$ cat config.mk
export PLATFORM = sky130hd
export DESIGN_NAME = lsl16_core
export DESIGN_NICKNAME = d
export VERILOG_FILES = /design/src/rtl/lsl16_pkg.sv /design/src/rtl/lsl16_core.sv /design/src/rtl/lsl16_sync_edge.sv
export VERILOG_INCLUDE_DIRS = /design/src /design/src/rtl
export SDC_FILE = /design/constraint.sdc
export NUM_CORES = 1
export LEC_CHECK = 0
export ABC_CLOCK_PERIOD_IN_PS = 1600
export BUFFER_PORTS_ARGS = -buffer_cell sky130_fd_sc_hd__buf_4
export CORE_MARGIN = 2
export CORE_UTILIZATION = 56
export CTS_CLUSTER_SIZE = 24
export DETAILED_ROUTE_END_ITERATION = 10
export PLACE_DENSITY = 0.82
export RECOVER_POWER = 25
export SETUP_SLACK_MARGIN = 0.4
export SLEW_MARGIN = 10
export SYNTH_ARGS = -nofsm -noshare
export SYNTH_HDL_FRONTEND = slang
export SYNTH_HIERARCHICAL = 1
export SYNTH_SLANG_ARGS = --single-unit
$ cat constraint.sdc
create_clock -name clk_sys_i -period 1.6 [get_ports clk_sys_i]
set_input_delay 0.32 -clock clk_sys_i [delete_from_list [all_inputs] [get_ports clk_sys_i]]
set_output_delay 0.32 -clock clk_sys_i [all_outputs]
set_load 0.05 [all_outputs]
$ cat src/rtl/lsl16_defs.svh
// Constants for the 16-bit LED sink shift/latch block.
// Assumes inclusion by bare name from files under rtl/.
`ifndef LSL16_DEFS_SVH
`define LSL16_DEFS_SVH

`define LSL16_WIDTH      16
`define LSL16_LAST       15
`define LSL16_STAGE_RST  16'hffff
`define LSL16_OE_RST     16'h0000
`define LSL16_CASC_RST   1'b0
`define LSL16_SINK_LEVEL 16'h0000
`define LSL16_PIN_COUNT  4

`endif

$ cat src/rtl/lsl16_pkg.sv
// Types for the 16-bit LED sink shift/latch block.
// Assumes lsl16_defs.svh is on the include path.
`include "lsl16_defs.svh"

package lsl16_pkg;

    typedef logic [`LSL16_WIDTH-1:0] lsl16_word_t;

    // Pin group as seen after synchronisation
    typedef struct packed {
        logic serial;
        logic shift;
        logic latch;
        logic disable_out;
    } lsl16_pins_s;

    // Open-drain sink group: level driven and enable per output
    typedef struct packed {
        lsl16_word_t level;
        lsl16_word_t oe;
    } lsl16_sink_s;

endpackage

$ cat src/rtl/lsl16_core.sv
// 16-bit serial-in LED sink driver: shift chain, output latch, open-drain sinks.
// Assumes pins are asynchronous; strobes slower than a few system clocks.
`timescale 1ns/1ps
`include "lsl16_defs.svh"

// What this block does
// Sixteen shift stages feed a sixteen-bit latch.
// Per bit, shift stage and latch stage.
// Act only on rising strobe edges.
// Serial enters stage one, shifts each strobe.
// Input inverted on entry; high lights LED.
// Latch strobe copies shift contents to outputs.
// Outputs sink low or float, never high.
// Cascade output presents the last stage, inverted.
// Tied strobes give one-strobe-delayed outputs.
// Reset sets registers, floats outputs, cascade low.
// Reset acts asynchronously, needs no strobe.
// Disable floats outputs, cascade keeps driving.
// Disable never disturbs shifting.
// Host latches only after intended shift.
// Host sends sixteen bits, last first, then latch.

module lsl16_core
(
    input  wire logic               clk_sys_i,
    input  wire logic               rstn_i,
    input  wire logic               ce_i,
    input  wire logic               serial_in_i,
    input  wire logic               shift_strobe_i,
    input  wire logic               latch_strobe_i,
    input  wire logic               out_disable_i,
    output lsl16_pkg::lsl16_word_t  led_sink_outputs_o,
    output lsl16_pkg::lsl16_word_t  led_sink_outputs_oe_o,
    output logic                    cascade_out_o
);
    import lsl16_pkg::*;

    lsl16_pins_s pin_lvl;
    lsl16_pins_s pin_rise;
    // sixteen stages, one latch
    lsl16_word_t stage_q;
    lsl16_word_t stage_d;
    lsl16_word_t latch_q;
    lsl16_word_t latch_d;
    lsl16_sink_s sink_q;
    lsl16_sink_s sink_d;
    logic        cascade_q;
    logic        cascade_d;
    logic        shift_ev;
    logic        latch_ev;

    // edge detect
    lsl16_sync_edge #(
        .WIDTH ($bits(lsl16_pins_s))
    ) u_pins (
        .clk_sys_i (clk_sys_i),
        .rstn_i    (rstn_i),
        .ce_i      (ce_i),
        .async_i   ({serial_in_i, shift_strobe_i, latch_strobe_i, out_disable_i}),
        .level_o   (pin_lvl),
        .rise_o    (pin_rise)
    );

    assign shift_ev = pin_rise.shift;
    assign latch_ev = pin_rise.latch;

    always_comb
    begin
        stage_d = stage_q;
        latch_d = latch_q;
        // shift one stage
        // invert on entry
        // disable not involved
        if (shift_ev)
        begin
            stage_d = {stage_q[`LSL16_LAST-1:0], ~pin_lvl.serial};
        end
        // copy pre-shift contents
        // same-edge latch sees old chain
        if (latch_ev)
        begin
            latch_d = stage_q;
        end
        // cascade from last stage
        cascade_d = ~stage_d[`LSL16_LAST];
        // only ever sink low
        sink_d.level = `LSL16_SINK_LEVEL;
        // disable floats sinks
        sink_d.oe = pin_lvl.disable_out ? `LSL16_OE_RST : ~latch_d;
    end

    // separate shift and latch flops
    // reset sets both registers
    // asynchronous reset
    always_ff @(posedge clk_sys_i or negedge rstn_i)
    begin
        if (!rstn_i)
        begin
            stage_q   <= `LSL16_STAGE_RST;
            latch_q   <= `LSL16_STAGE_RST;
            sink_q    <= {`LSL16_SINK_LEVEL, `LSL16_OE_RST};
            cascade_q <= `LSL16_CASC_RST;
        end
        else if (ce_i)
        begin
            stage_q   <= stage_d;
            latch_q   <= latch_d;
            sink_q    <= sink_d;
            cascade_q <= cascade_d;
        end
    end

    assign led_sink_outputs_o    = sink_q.level;
    assign led_sink_outputs_oe_o = sink_q.oe;
    assign cascade_out_o         = cascade_q;

    // entry into stage one
    chk_shift_entry: assert property (@(posedge clk_sys_i) disable iff (!rstn_i)
        shift_ev && ce_i |=> stage_q[0] == ~$past(pin_lvl.serial))
        else $error("serial bit not stored inverted");

    // chain moves once
    chk_shift_move: assert property (@(posedge clk_sys_i) disable iff (!rstn_i)
        shift_ev && ce_i |=> stage_q[`LSL16_LAST:1] == $past(stage_q[`LSL16_LAST-1:0]))
        else $error("chain did not move one stage");

    // chain needs edge
    chk_shift_hold: assert property (@(posedge clk_sys_i) disable iff (!rstn_i)
        !shift_ev |=> $stable(stage_q))
        else $error("chain changed without rising shift strobe");

    // latch copies chain
    chk_latch_copy: assert property (@(posedge clk_sys_i) disable iff (!rstn_i)
        latch_ev && ce_i |=> latch_q == $past(stage_q))
        else $error("latch did not take chain contents");

    // latch holds between strobes
    chk_latch_hold: assert property (@(posedge clk_sys_i) disable iff (!rstn_i)
        !latch_ev ##1 !latch_ev |-> $stable(latch_q))
        else $error("latch changed without rising latch strobe");

    // never drive high
    chk_never_high: assert property (@(posedge clk_sys_i)
        led_sink_outputs_o == `LSL16_SINK_LEVEL)
        else $error("sink output driven high");

    // cascade follows tail
    chk_cascade_tail: assert property (@(posedge clk_sys_i)
        cascade_out_o == ~stage_q[`LSL16_LAST])
        else $error("cascade does not follow last stage");

    // disable floats sinks
    chk_disable_float: assert property (@(posedge clk_sys_i) disable iff (!rstn_i)
        pin_lvl.disable_out && ce_i |=> led_sink_outputs_oe_o == `LSL16_OE_RST)
        else $error("sinks driven while disabled");

    // sinks follow latch
    chk_sink_follow: assert property (@(posedge clk_sys_i) disable iff (!rstn_i)
        !pin_lvl.disable_out && ce_i |=> led_sink_outputs_oe_o == ~latch_q)
        else $error("sink enables do not follow latch");

    // reset state held
    chk_reset_state: assert property (@(posedge clk_sys_i)
        !rstn_i |-> stage_q == `LSL16_STAGE_RST && latch_q == `LSL16_STAGE_RST
                    && led_sink_outputs_oe_o == `LSL16_OE_RST && !cascade_out_o)
        else $error("reset state wrong");

    // one cycle events
    chk_shift_pulse: assert property (@(posedge clk_sys_i) disable iff (!rstn_i)
        shift_ev |=> !shift_ev)
        else $error("shift event lasted more than one cycle");

    // one cycle events
    chk_latch_pulse: assert property (@(posedge clk_sys_i) disable iff (!rstn_i)
        latch_ev |=> !latch_ev)
        else $error("latch event lasted more than one cycle");

    // latch needs edge
    chk_latch_quiet: assert property (@(posedge clk_sys_i) disable iff (!rstn_i)
        !latch_ev |=> $stable(latch_q))
        else $error("latch changed without latch event");

    // latch leaves chain
    chk_latch_only: assert property (@(posedge clk_sys_i) disable iff (!rstn_i)
        latch_ev && !shift_ev |=> $stable(stage_q))
        else $error("latch strobe moved the chain");

    // shift leaves latch
    chk_shift_only: assert property (@(posedge clk_sys_i) disable iff (!rstn_i)
        shift_ev && !latch_ev |=> $stable(latch_q))
        else $error("shift strobe changed the latch");

    // tied strobes, old chain
    chk_tied_delay: assert property (@(posedge clk_sys_i) disable iff (!rstn_i)
        shift_ev && latch_ev |=> latch_q == $past(stage_q)
                                && stage_q[0] == ~$past(pin_lvl.serial))
        else $error("tied strobes did not latch the old chain");

    // disable keeps shifting
    chk_disable_shift: assert property (@(posedge clk_sys_i) disable iff (!rstn_i)
        shift_ev && pin_lvl.disable_out
        |=> stage_q[`LSL16_LAST:1] == $past(stage_q[`LSL16_LAST-1:0]))
        else $error("chain stalled while sinks disabled");

    // cascade still driven
    chk_cascade_disable: assert property (@(posedge clk_sys_i) disable iff (!rstn_i)
        pin_lvl.disable_out |=> cascade_out_o == ~stage_q[`LSL16_LAST])
        else $error("cascade lost while sinks disabled");

    // cascade shows new tail
    chk_cascade_shift: assert property (@(posedge clk_sys_i) disable iff (!rstn_i)
        shift_ev |=> cascade_out_o == ~$past(stage_q[`LSL16_LAST-1]))
        else $error("cascade did not take the next-to-last stage");

    // sinks show latched chain
    chk_latch_drive: assert property (@(posedge clk_sys_i) disable iff (!rstn_i)
        latch_ev && !pin_lvl.disable_out |=> led_sink_outputs_oe_o == ~$past(stage_q))
        else $error("sinks do not show the latched chain");

    // state held at release
    chk_release_state: assert property (@(posedge clk_sys_i)
        $rose(rstn_i) |-> stage_q == `LSL16_STAGE_RST && latch_q == `LSL16_STAGE_RST
                          && led_sink_outputs_oe_o == `LSL16_OE_RST && !cascade_out_o)
        else $error("reset state lost at release");

endmodule // lsl16_core

$ cat src/rtl/lsl16_sync_edge.sv
// Two-flop synchroniser with rising-edge detector, any width.
// Assumes inputs are asynchronous to clk_sys_i.
`timescale 1ns/1ps

module lsl16_sync_edge #(
    parameter int WIDTH = 1
) (
    input  wire logic             clk_sys_i,
    input  wire logic             rstn_i,
    input  wire logic             ce_i,
    input  wire logic [WIDTH-1:0] async_i,
    output logic      [WIDTH-1:0] level_o,
    output logic      [WIDTH-1:0] rise_o
);

    logic [WIDTH-1:0] meta_q;
    logic [WIDTH-1:0] meta_d;
    logic [WIDTH-1:0] sync_q;
    logic [WIDTH-1:0] sync_d;
    logic [WIDTH-1:0] prev_q;
    logic [WIDTH-1:0] prev_d;

    always_comb
    begin
        meta_d = meta_q;
        sync_d = sync_q;
        prev_d = prev_q;
        if (ce_i)
        begin
            meta_d = async_i;
            sync_d = meta_q;
            prev_d = sync_q;
        end
    end

    // First stage feeds only the second one
    always_ff @(posedge clk_sys_i or negedge rstn_i)
    begin
        if (!rstn_i)
        begin
            meta_q <= '0;
            sync_q <= '0;
            prev_q <= '0;
        end
        else
        begin
            meta_q <= meta_d;
            sync_q <= sync_d;
            prev_q <= prev_d;
        end
    end

    assign level_o = sync_q;
    assign rise_o  = sync_q & ~prev_q & {WIDTH{ce_i}};

endmodule // lsl16_sync_edge

==> impl_results.md, run 1 <==
* Layout area overhead at 31.59%
* Final min period at 1.438 ns
* Placed Instance Area at 2900 sq um
* Vias at 1486
* Pwr Density at 1399 nW/um^2
* Leak at 1.648 nW
* Root buf cell: clkbuf_8
* Final setup fails at 0
* Outcome: completed
* Die area at 5320 sq um
* Layout cells sized above 1 at 0.7021
* Count of warnings emitted by yosys at 6
* TritonRoute pass-1 iters at 4
* Drt via density at 5.142
* Req. time, crit path at 1.86 ns
* CTS tree: built
* Hold Violations, Final at 0
* DR iter-0 viols at 69
* Final Max Tran Viols at 0
* Num CTS Buffers at 9
* # DRC at 0
* Reg clk slew, reported paths at 0.06 ns
* Sequential cell area at 1516 sq um
* Multi-input gate area at 1172 sq um
* Fin crit share at 0.8989
* Final non-filler cell total at 289
* Largest net degree at the start of global routing at 34
* Dpl ws at 0.1202 ns
* Final Cell Area at 3502 sq um
* Commonest cells after routing, fill and taps aside: mux2_4 (42), dfstp_2 (32), dfrtp_1 (27), buf_6 (22)
* Maximum vdd drop at 1.126 mV
* Cell Area, Synth at 2661 sq um
* Clock Latency Late Sink at 0.34 ns
* Placer Congestion at 0.7154
* Number of port buffers at 23
* Setup TNS at 0 ns
* Max cap viols at 0
* Final clock skew at 0.008460 ns
* Hold Crit Class: primary input to register
* Fin worst setup slack at 0.1618 ns
* Worst-Margin Slew at 0.6781 ns
* Num Clock Sinks at 59
* Syn Area/Cell at 14.46 sq um
* Total gr overflow at 0
* Antenna cells at 0
* Gr usage total at 0.2013
* NumNets Final at 237
* Core box area at 4661 sq um
* Maximum clock path buffer count at 2
* Most common cell after layout, fill and taps aside: mux2_4
* Peak Freq at 0.6953 GHz
* Worst path arrival time at 1.70 ns
* Die width at 72.94 um
* Crit path max fanout at 8
* Vias in the first global route at 1558
* Hold WS at 0.2164 ns
* RSZ-0062 raised after global routing: yes
* Initial Utilization at 0.5710
* Post-Route WL at 4731 um
* Placed cells at 256
* Drt wl/cell at 16.37 um
* Initial antenna violation count at 0
* CP Class: register to register
* Chip height at 72.94 um
* Rows at 25
* I/O Pins at 40
* Startpoint types: register
* Critical Path End Type: register
* # fillers at 280
* Post-route ant nets at 0
* Slew HR at 0.5479
* Cells after Synth at 184
* Final HPWL DP at 2760 um
* Clock H-tree levels at 3
* First-pass GRT wire length at 7700 um
[timing repair]
| action | CTS | global route |
|---|---|---|
| setup buffers | 11 | 3 |
| hold buffers | 1 | 0 |
| gates resized for setup | 42 | 12 |
| gates cloned | 2 | 0 |
| endpoints found under the hold margin | 16 | 0 |
| pin swaps | 12 | 10 |
| setup endpoints to repair | 64 | 65 |
[path summary, 6_finish.rpt]
check                                   from                  endpoint  slack, ns  cells past startpoint
max                         u_pins/prev_q[1]               latch_q[11]       0.16                      4
min                              serial_in_i          u_pins/meta_q[3]       0.22                      2
max reg2reg                 u_pins/prev_q[1]               latch_q[11]       0.16                      4
min reg2reg                u_pins/level_o[3]                stage_q[0]       0.47                      1
max in group asynchronous             rstn_i                stage_q[3]       0.37                      3
min in group asynchronous             rstn_i  led_sink_outputs_oe_o[8]       0.55                      2
[report_power, final]
group,internal [mW],switching [mW]
clock,0.892,0.556
sequential,1.86,0.203
combinational,0.670,0.723
total,3.42,1.48
[cell type report]
class                   count  area share
inverters                  16     0.01715
clock inverters             1    0.008574
clock buffers              15     0.05323
flip-flops and latches     59      0.4330
well taps                  54     0.01929
repair buffers             45      0.1340
multi-input cells          99      0.3348
[stage by stage]
stage,total power [mW],utilization
global placement,3.138,0.6223
detailed placement,3.169,0.6223
floorplan,2.898,-
CTS,4.857,0.7364
finish,4.901,0.7514
global route,5.125,0.7514
[state kept, by name (all words and copies together), names as in the netlist, named ones only]
register,flops
cascade_out_o,1
latch_q,16
led_sink_outputs_oe_o,16
stage_q,15
u_pins/level_o,4
u_pins/meta_q,4
u_pins/prev_q,2
[metal layers]
metal | share of wire | GRT usage | vias up | wire length (um)
met2 | 0.51 | 0.3071 | 29 | 2403
li1 | - | - | 696 | -
met1 | 0.45 | 0.2599 | 755 | 2129
met5 | 0 | 0 | - | 0
met3 | 0.033 | 0.05249 | 6 | 156
met4 | 0.0089 | 0.1173 | 0 | 42
[critical path, cell delays in order, from the launching register on]
cell,delay (ns)
dfrtp_1,0.37
and3b_2,0.34
buf_4,0.21
nand2_8,0.10
mux2_4,0.34
(Power assumes the default switching activity.)
==> inputs of run 2 (changes only) <==
ABC_AREA = 1   (was unset)
CORE_UTILIZATION = 57   (was 56)
PLACE_DENSITY = 0.83   (was 0.82)
==> impl_results.md, run 2 <==
* Layout cells sized above 1 at 0.2700 (-0.4321)
* Rows at 25 (unchanged)
* Slew HR at 0.6127 (+0.06476)
* Reg2reg path depth at 7 (+3)
* Drt via density at 4.801 (-6.6%)
* Hold Violations, Final at 0 (unchanged)
* DR iter-0 viols at 156 (+130%)
* Max cap viols at 0 (unchanged)
* Commonest cells after routing, fill and taps aside: nand2_1 (167), inv_1 (33), dfstp_2 (32), dfrtp_1 (27), nand3_1 (26)
* Drt wl/cell at 12.46 um (-24%)
* Hold WS at 0.1787 ns (-0.03777 ns)
* Crit-path max cell delay at 0.32 ns (-0.05 ns)
* Final clock skew at 0.005174 ns (-0.003286 ns)
* Leak at 1.707 nW (+3.6%)
* Post-route ant nets at 0 (unchanged)
* Core box area at 4786 sq um (+2.7%)
* Crit path max fanout at 16 (+8)
* WHS Endpoint: u_pins/meta_q[3]
* Sequential cell area at 1516 sq um (unchanged)
* Fin crit share at 0.8112 (-0.08770)
* HP Start: serial_in_i
* Placed cells at 441 (+72%)
* Multi-input gate area at 1111 sq um (-5.2%)
* Num CTS Buffers at 9 (unchanged)
* Final min period at 1.298 ns (-0.1403 ns)
* Most frequent CP cell: clkbuf_1
* Clock Latency Late Sink at 0.34 ns (about the same)
* Maximum clock path buffer count at 2 (unchanged)
* Worst-Margin Slew at 0.5810 ns (-0.09714 ns)
* Worst Hold Path Cells at 3 (+1)
* Hold Crit Class: primary input to register
* Cells after Synth at 360 (+96%)
* Clock H-tree levels at 3 (unchanged)
* Syn Area/Cell at 7.910 sq um (-45%)
* Die width at 74.68 um (+2.4%)
* Antenna cells at 0 (unchanged)
* Outcome: completed
* Count of warnings emitted by yosys at 6 (unchanged)
* CP cell instances: clkbuf_1 -> clkbuf_1 -> inv_4 -> nor2_8 -> nand3_1 -> nand2_1
* Placer Congestion at 0.7703 (+7.7%)
* TritonRoute pass-1 iters at 4 (unchanged)
* Reg clk slew, reported paths at 0.06 ns (about the same)
* Num Clock Sinks at 59 (unchanged)
* Initial Utilization at 0.5950 (+0.02403)
* Critical Path End Type: register
* Beginning of the worst register-to-register path: u_pins/level_o[1]
* First-pass GRT wire length at 9128 um (+19%)
* Vias in the first global route at 2083 (+34%)
* Maximum vdd drop at 0.7903 mV (-30%)
* Final HPWL DP at 3445 um (+25%)
* I/O Pins at 40 (unchanged)
* Largest net degree at the start of global routing at 45 (+32%)
* Layout area overhead at 21.75%
* Req. time, crit path at 1.88 ns (+0.02 ns)
* Setup TNS at 0 ns (unchanged)
* Final Max Tran Viols at 0 (unchanged)
* Final design utilization at 0.7244 (-0.02697)
* Number of port buffers at 23 (unchanged)
* # fillers at 364 (+30%)
* Vias at 2242 (+51%)
* Post-Route WL at 5820 um (+23%)
* Crit Reg-Reg Endpoint: led_sink_outputs_oe_o[15]
* Gr usage total at 0.2237 (+0.02245)
* Peak Freq at 0.7705 GHz (+11%)
* CP Class: primary input to register
* RSZ-0062 raised after global routing: yes
* Chip height at 74.68 um (+2.4%)
* Die area at 5577 sq um (+4.8%)
* Total gr overflow at 0 (unchanged)
* # DRC at 0 (unchanged)
* Worst reg-to-reg setup slack at 0.34 ns (+0.18 ns)
* Cell Area, Synth at 2848 sq um (+7.0%)
* Worst path arrival time at 1.58 ns (-0.12 ns)
* Final setup fails at 0 (unchanged)
* Startpoint types: primary input
* Most common cell after layout, fill and taps aside: nand2_1
* CTS tree: built
* Initial antenna violation count at 0 (unchanged)
* Root buf cell: clkbuf_8
* Final non-filler cell total at 467 (+62%)
* NumNets Final at 402 (+70%)
* Pwr Density at 1326 nW/um^2 (-5.2%)
* Slowest cell on crit path: clkbuf_1
-- run 2: cell count changes in the layout (fill, tap and decap cells not counted), sizes merged, moves of 2 or more --
cell	previous run	this run
clkinv	0	2
inv	16	35
nor2	0	4
o21ai	0	16
buf	40	38
o22ai	16	0
and3b	2	0
nand3	0	34
mux2	58	0
nand2	3	177
-- run 2: worst max path at each step --
stage / to / startpoint / slack [ns]
2_1_floorplan: led_sink_outputs_oe_o[12] / u_pins/level_o[1] / 0.47
3_3_place_gp: stage_q[13] / ce_i / 0.32
3_5_place_dp: register / ce_i / 0.23
4_1_cts: led_sink_outputs_oe_o[15] / led_sink_outputs_oe_o[15] / 0.34
5_1_grt: led_sink_outputs_oe_o[6] / ce_i / 0.19
6_report: led_sink_outputs_oe_o[11] / ce_i / 0.30
-- run 2: through the flow --
stage	setup WS [ns]	total power, mW	cell area, sq um
after floorplan	0.4664	2.897	2904
after global placement	0.3197	3.137	3008
after detailed placement	0.2345	3.181	3008
after CTS	0.3431	4.504	3287
after global routing	0.1945	4.858	3467
final	0.3022	4.598	3467
-- run 2: critical path, delay by kind of cell --
family | cells | cell delay, ns
buffers and inverters | 3 | 0.78
AND/OR/NAND/NOR | 3 | 0.48
-- run 2: repair_timing --
item	4_1_cts	5_1_grt
setup endpoints to repair	19	59
resized for setup	19	36
hold buffers	1	0
buffers inserted	4	3
endpoints found under the hold margin	8	0
cloned	0	2
pin swaps	0	11
-- run 2: final cells by class --
class | instances | area share
Clock buffer | 14 | 0.04691
Clock inverter | 2 | 0.002887
Inverter | 35 | 0.03934
Multi-Input combinational cell | 247 | 0.3205
Sequential cell | 59 | 0.4374
Tap cell | 67 | 0.02418
Timing Repair Buffer | 43 | 0.1288
-- run 2: layer usage --
metal / vias to the layer above / GRT usage / part of all wire
met5: - / 0 / 0
li1: 1125 / - / -
met4: 0 / 0.1210 / 0.018
met1: 1032 / 0.2730 / 0.43
met3: 10 / 0.07898 / 0.051
met2: 75 / 0.3500 / 0.50
-- run 2: report_power, final --
part           leakage (nW)  internal (mW)  switching [mW]
sequential            0.662           1.86           0.216
combinational         0.954          0.479           0.835
clock                0.0905          0.643           0.567
==> inputs of run 3 (changes only) <==
ABC_CLOCK_PERIOD_IN_PS = 1300   (was 1600)
clock period = 1.3 ns   (was 1.6 ns; I/O delays follow)
==> impl_results.md, run 3 (same netlist as run 2, synthesis figures left out) <==
* Final Max Tran Viols at 0 (unchanged)
* Gr usage total at 0.2786 (+0.05483)
* Placer Congestion at 0.7647 (-0.73%)
* Most common cell after layout, fill and taps aside: nand2_1
* Maximum vdd drop at 1.119 mV (+42%)
* CP Class: register to register
* Reg2reg path depth at 7 (unchanged)
* Outcome: finished with violations
* NumNets Final at 426 (+6.0%)
* Worst path arrival time at 1.60 ns (+0.02 ns)
* Die area at 5577 sq um (unchanged)
* Post-Route WL at 9205 um (+58%)
* Final clock skew at 0.005102 ns (-0.00007252 ns)
* Crit path max fanout at 8 (-8)
* Switching share of total power at 0.3884 (+0.03659)
* Setup TNS at -0.02014 ns (-0.02014 ns)
* Clk pwr share at 0.230 (-0.033)
* Internal power consumption at 3.889 mW (+30%)
* Pwr Density at 1519 nW/um^2 (+15%)
* CTS tree: built
* Worst-Margin Slew at 0.6987 ns (+0.1177 ns)
* Startpoint types: register
* Fin crit share at 1.015
* Largest net degree at the start of global routing at 41 (-8.9%)
* TritonRoute pass-1 iters at 6 (+2)
* Layout cells sized above 1 at 0.4976 (+0.2276)
* Number of port buffers at 23 (unchanged)
* Layout area overhead at 46.97%
* Worst reg-to-reg setup slack at -0.02 ns (-0.36 ns)
* Hold WS at 0.05181 ns (-0.1268 ns)
* Crit Reg-Reg Endpoint: led_sink_outputs_oe_o[11]
* Slew HR at 0.5342 (-0.07848)
* Drt via density at 5.697 (+19%)
* Leak at 2.067 nW (+21%)
* Failing checks: setup timing
* Core box area at 4786 sq um (unchanged)
* Rows at 25 (unchanged)
* Final setup fails at 1 (+1)
* Die width at 74.68 um (unchanged)
* Final Cell Area at 4185 sq um (+21%)
* Antenna cells at 0 (unchanged)
* Commonest cells after routing, fill and taps aside: nand2_1 (115), inv_1 (32), nand2_4 (32), dfstp_2 (32), nand2_2 (30)
* Post-route ant nets at 0 (unchanged)
* Hold Violations, Final at 0 (unchanged)
* Vias at 2797 (+25%)
* Drt wl/cell at 18.75 um (+50%)
* Clock Latency Late Sink at 0.35 ns (about the same)
* Vias in the first global route at 2417 (+16%)
* Placed Instance Area at 3048 sq um (+1.3%)
* Combinational fraction of design power at 0.350 (+0.064)
* Num Clock Sinks at 59 (unchanged)
* Final min period at 1.320 ns
* Req. time, crit path at 1.58 ns (-0.30 ns)
* Share of power burned in registers at 0.419 (-0.032)
* Total gr overflow at 0 (unchanged)
* I/O Pins at 40 (unchanged)
* Final design utilization at 0.8745 (+0.1501)
* Hold Crit Class: primary input to asynchronous set/reset pin
* RSZ-0062 raised after global routing: yes
* Initial Utilization at 0.5950 (unchanged)
* Initial antenna violation count at 0 (unchanged)
* Chip height at 74.68 um (unchanged)
* Num CTS Buffers at 9 (unchanged)
* # fillers at 220 (-40%)
* Final HPWL DP at 3213 um (-6.8%)
* Max cap viols at 0 (unchanged)
* Total power at 6.358 mW (+38%)
* First-pass GRT wire length at 11340 um (+24%)
* Beginning of the worst register-to-register path: u_pins/level_o[1]
* # DRC at 0 (unchanged)
* Root buf cell: clkbuf_8
* Reg clk slew, reported paths at 0.06 ns (about the same)
* Maximum clock path buffer count at 2 (unchanged)
* DR iter-0 viols at 288 (+85%)
* Net switching power figure at 2.469 mW (+53%)
* Clock H-tree levels at 3 (unchanged)
* Peak Freq at 0.7575 GHz
* Fin worst setup slack at -0.02014 ns (-0.3223 ns)
* Critical Path End Type: register
[run 3: cell types whose count changed in the layout (fill, tap and decap cells not counted), moves of 3 or more]
cell,previous run,this run
buf_12,2,7
buf_4,15,26
nand2_1,167,115
nand2_2,4,30
nand2_4,6,32
nand3_1,26,17
nand3_2,8,17
o21ai_0,13,0
o21ai_1,3,0
o21ai_2,0,15
[run 3: routing by layer]
layer  GRT usage  wire, um  vias up
li1            -         -     1189
met2      0.4582      4564      218
met1      0.3372      3324     1333
met3     0.07898       754       57
met4      0.1409       562        0
met5           0         0        -
[run 3: worst max-delay path: stages, from the launching register on]
cell and delay (ns):
dfrtp_1 0.37, nand2_2 0.09, nor2_4 0.18, buf_12 0.22
inv_8 0.07, nand2_1 0.07, nand3_1 0.12, nand2_1 0.13
[run 3: worst max path at each step]
stage                                         start                   endpoint  slack [ns]  depth (start not counted)
after floorplan                   u_pins/level_o[1]  led_sink_outputs_oe_o[12]        0.22                          8
after global placement                         ce_i  led_sink_outputs_oe_o[12]       -0.01                          7
after detailed placement                       ce_i  led_sink_outputs_oe_o[14]       -0.02                          7
after CTS                 led_sink_outputs_oe_o[14]  led_sink_outputs_oe_o[14]        0.14                          1
after global routing              u_pins/level_o[2]                 stage_q[8]       -0.04                          6
final                             u_pins/level_o[1]  led_sink_outputs_oe_o[11]       -0.02                          7
[run 3: power groups by stage]
| stage | logic (mW) | registers (mW) | clock network, mW |
|---|---|---|---|
| finish | 2.23 | 2.67 | 1.47 |
| global route | 2.36 | 2.69 | 1.52 |
| CTS | 1.76 | 2.55 | 1.45 |
| detailed placement | 1.40 | 2.53 | 0 |
| global placement | 1.36 | 2.52 | 0 |
| floorplan | 0.735 | 2.85 | 0 |
[run 3: stage by stage]
stage               instances  worst slack, ns
floorplan                 375           0.2191
global placement          441         -0.01295
detailed placement        441         -0.02127
CTS                       479           0.1367
global route              491         -0.03529
finish                    491         -0.02014
[run 3: what timing repair did]
| action | CTS | global route |
|---|---|---|
| hold buffers | 2 | 0 |
| resized for setup | 79 | 94 |
| cloned | 5 | 4 |
| setup endpoints to repair | 66 | 118 |
| pin swaps | 13 | 49 |
| endpoints found under the hold margin | 12 | 0 |
| setup buffers | 15 | 8 |
[run 3: final cells by class]
cell class / count / area, sq um / area share
Inverter: 35 / 150.1 / 0.03587
Multi-Input combinational cell: 247 / 1489 / 0.3558
Sequential cell: 59 / 1516 / 0.3623
Clock buffer: 13 / 148.9 / 0.03558
Timing Repair inverter: 3 / 42.54 / 0.01016
Clock inverter: 3 / 15.01 / 0.003587
Timing Repair Buffer: 64 / 739.5 / 0.1767
Tap cell: 67 / 83.83 / 0.02003
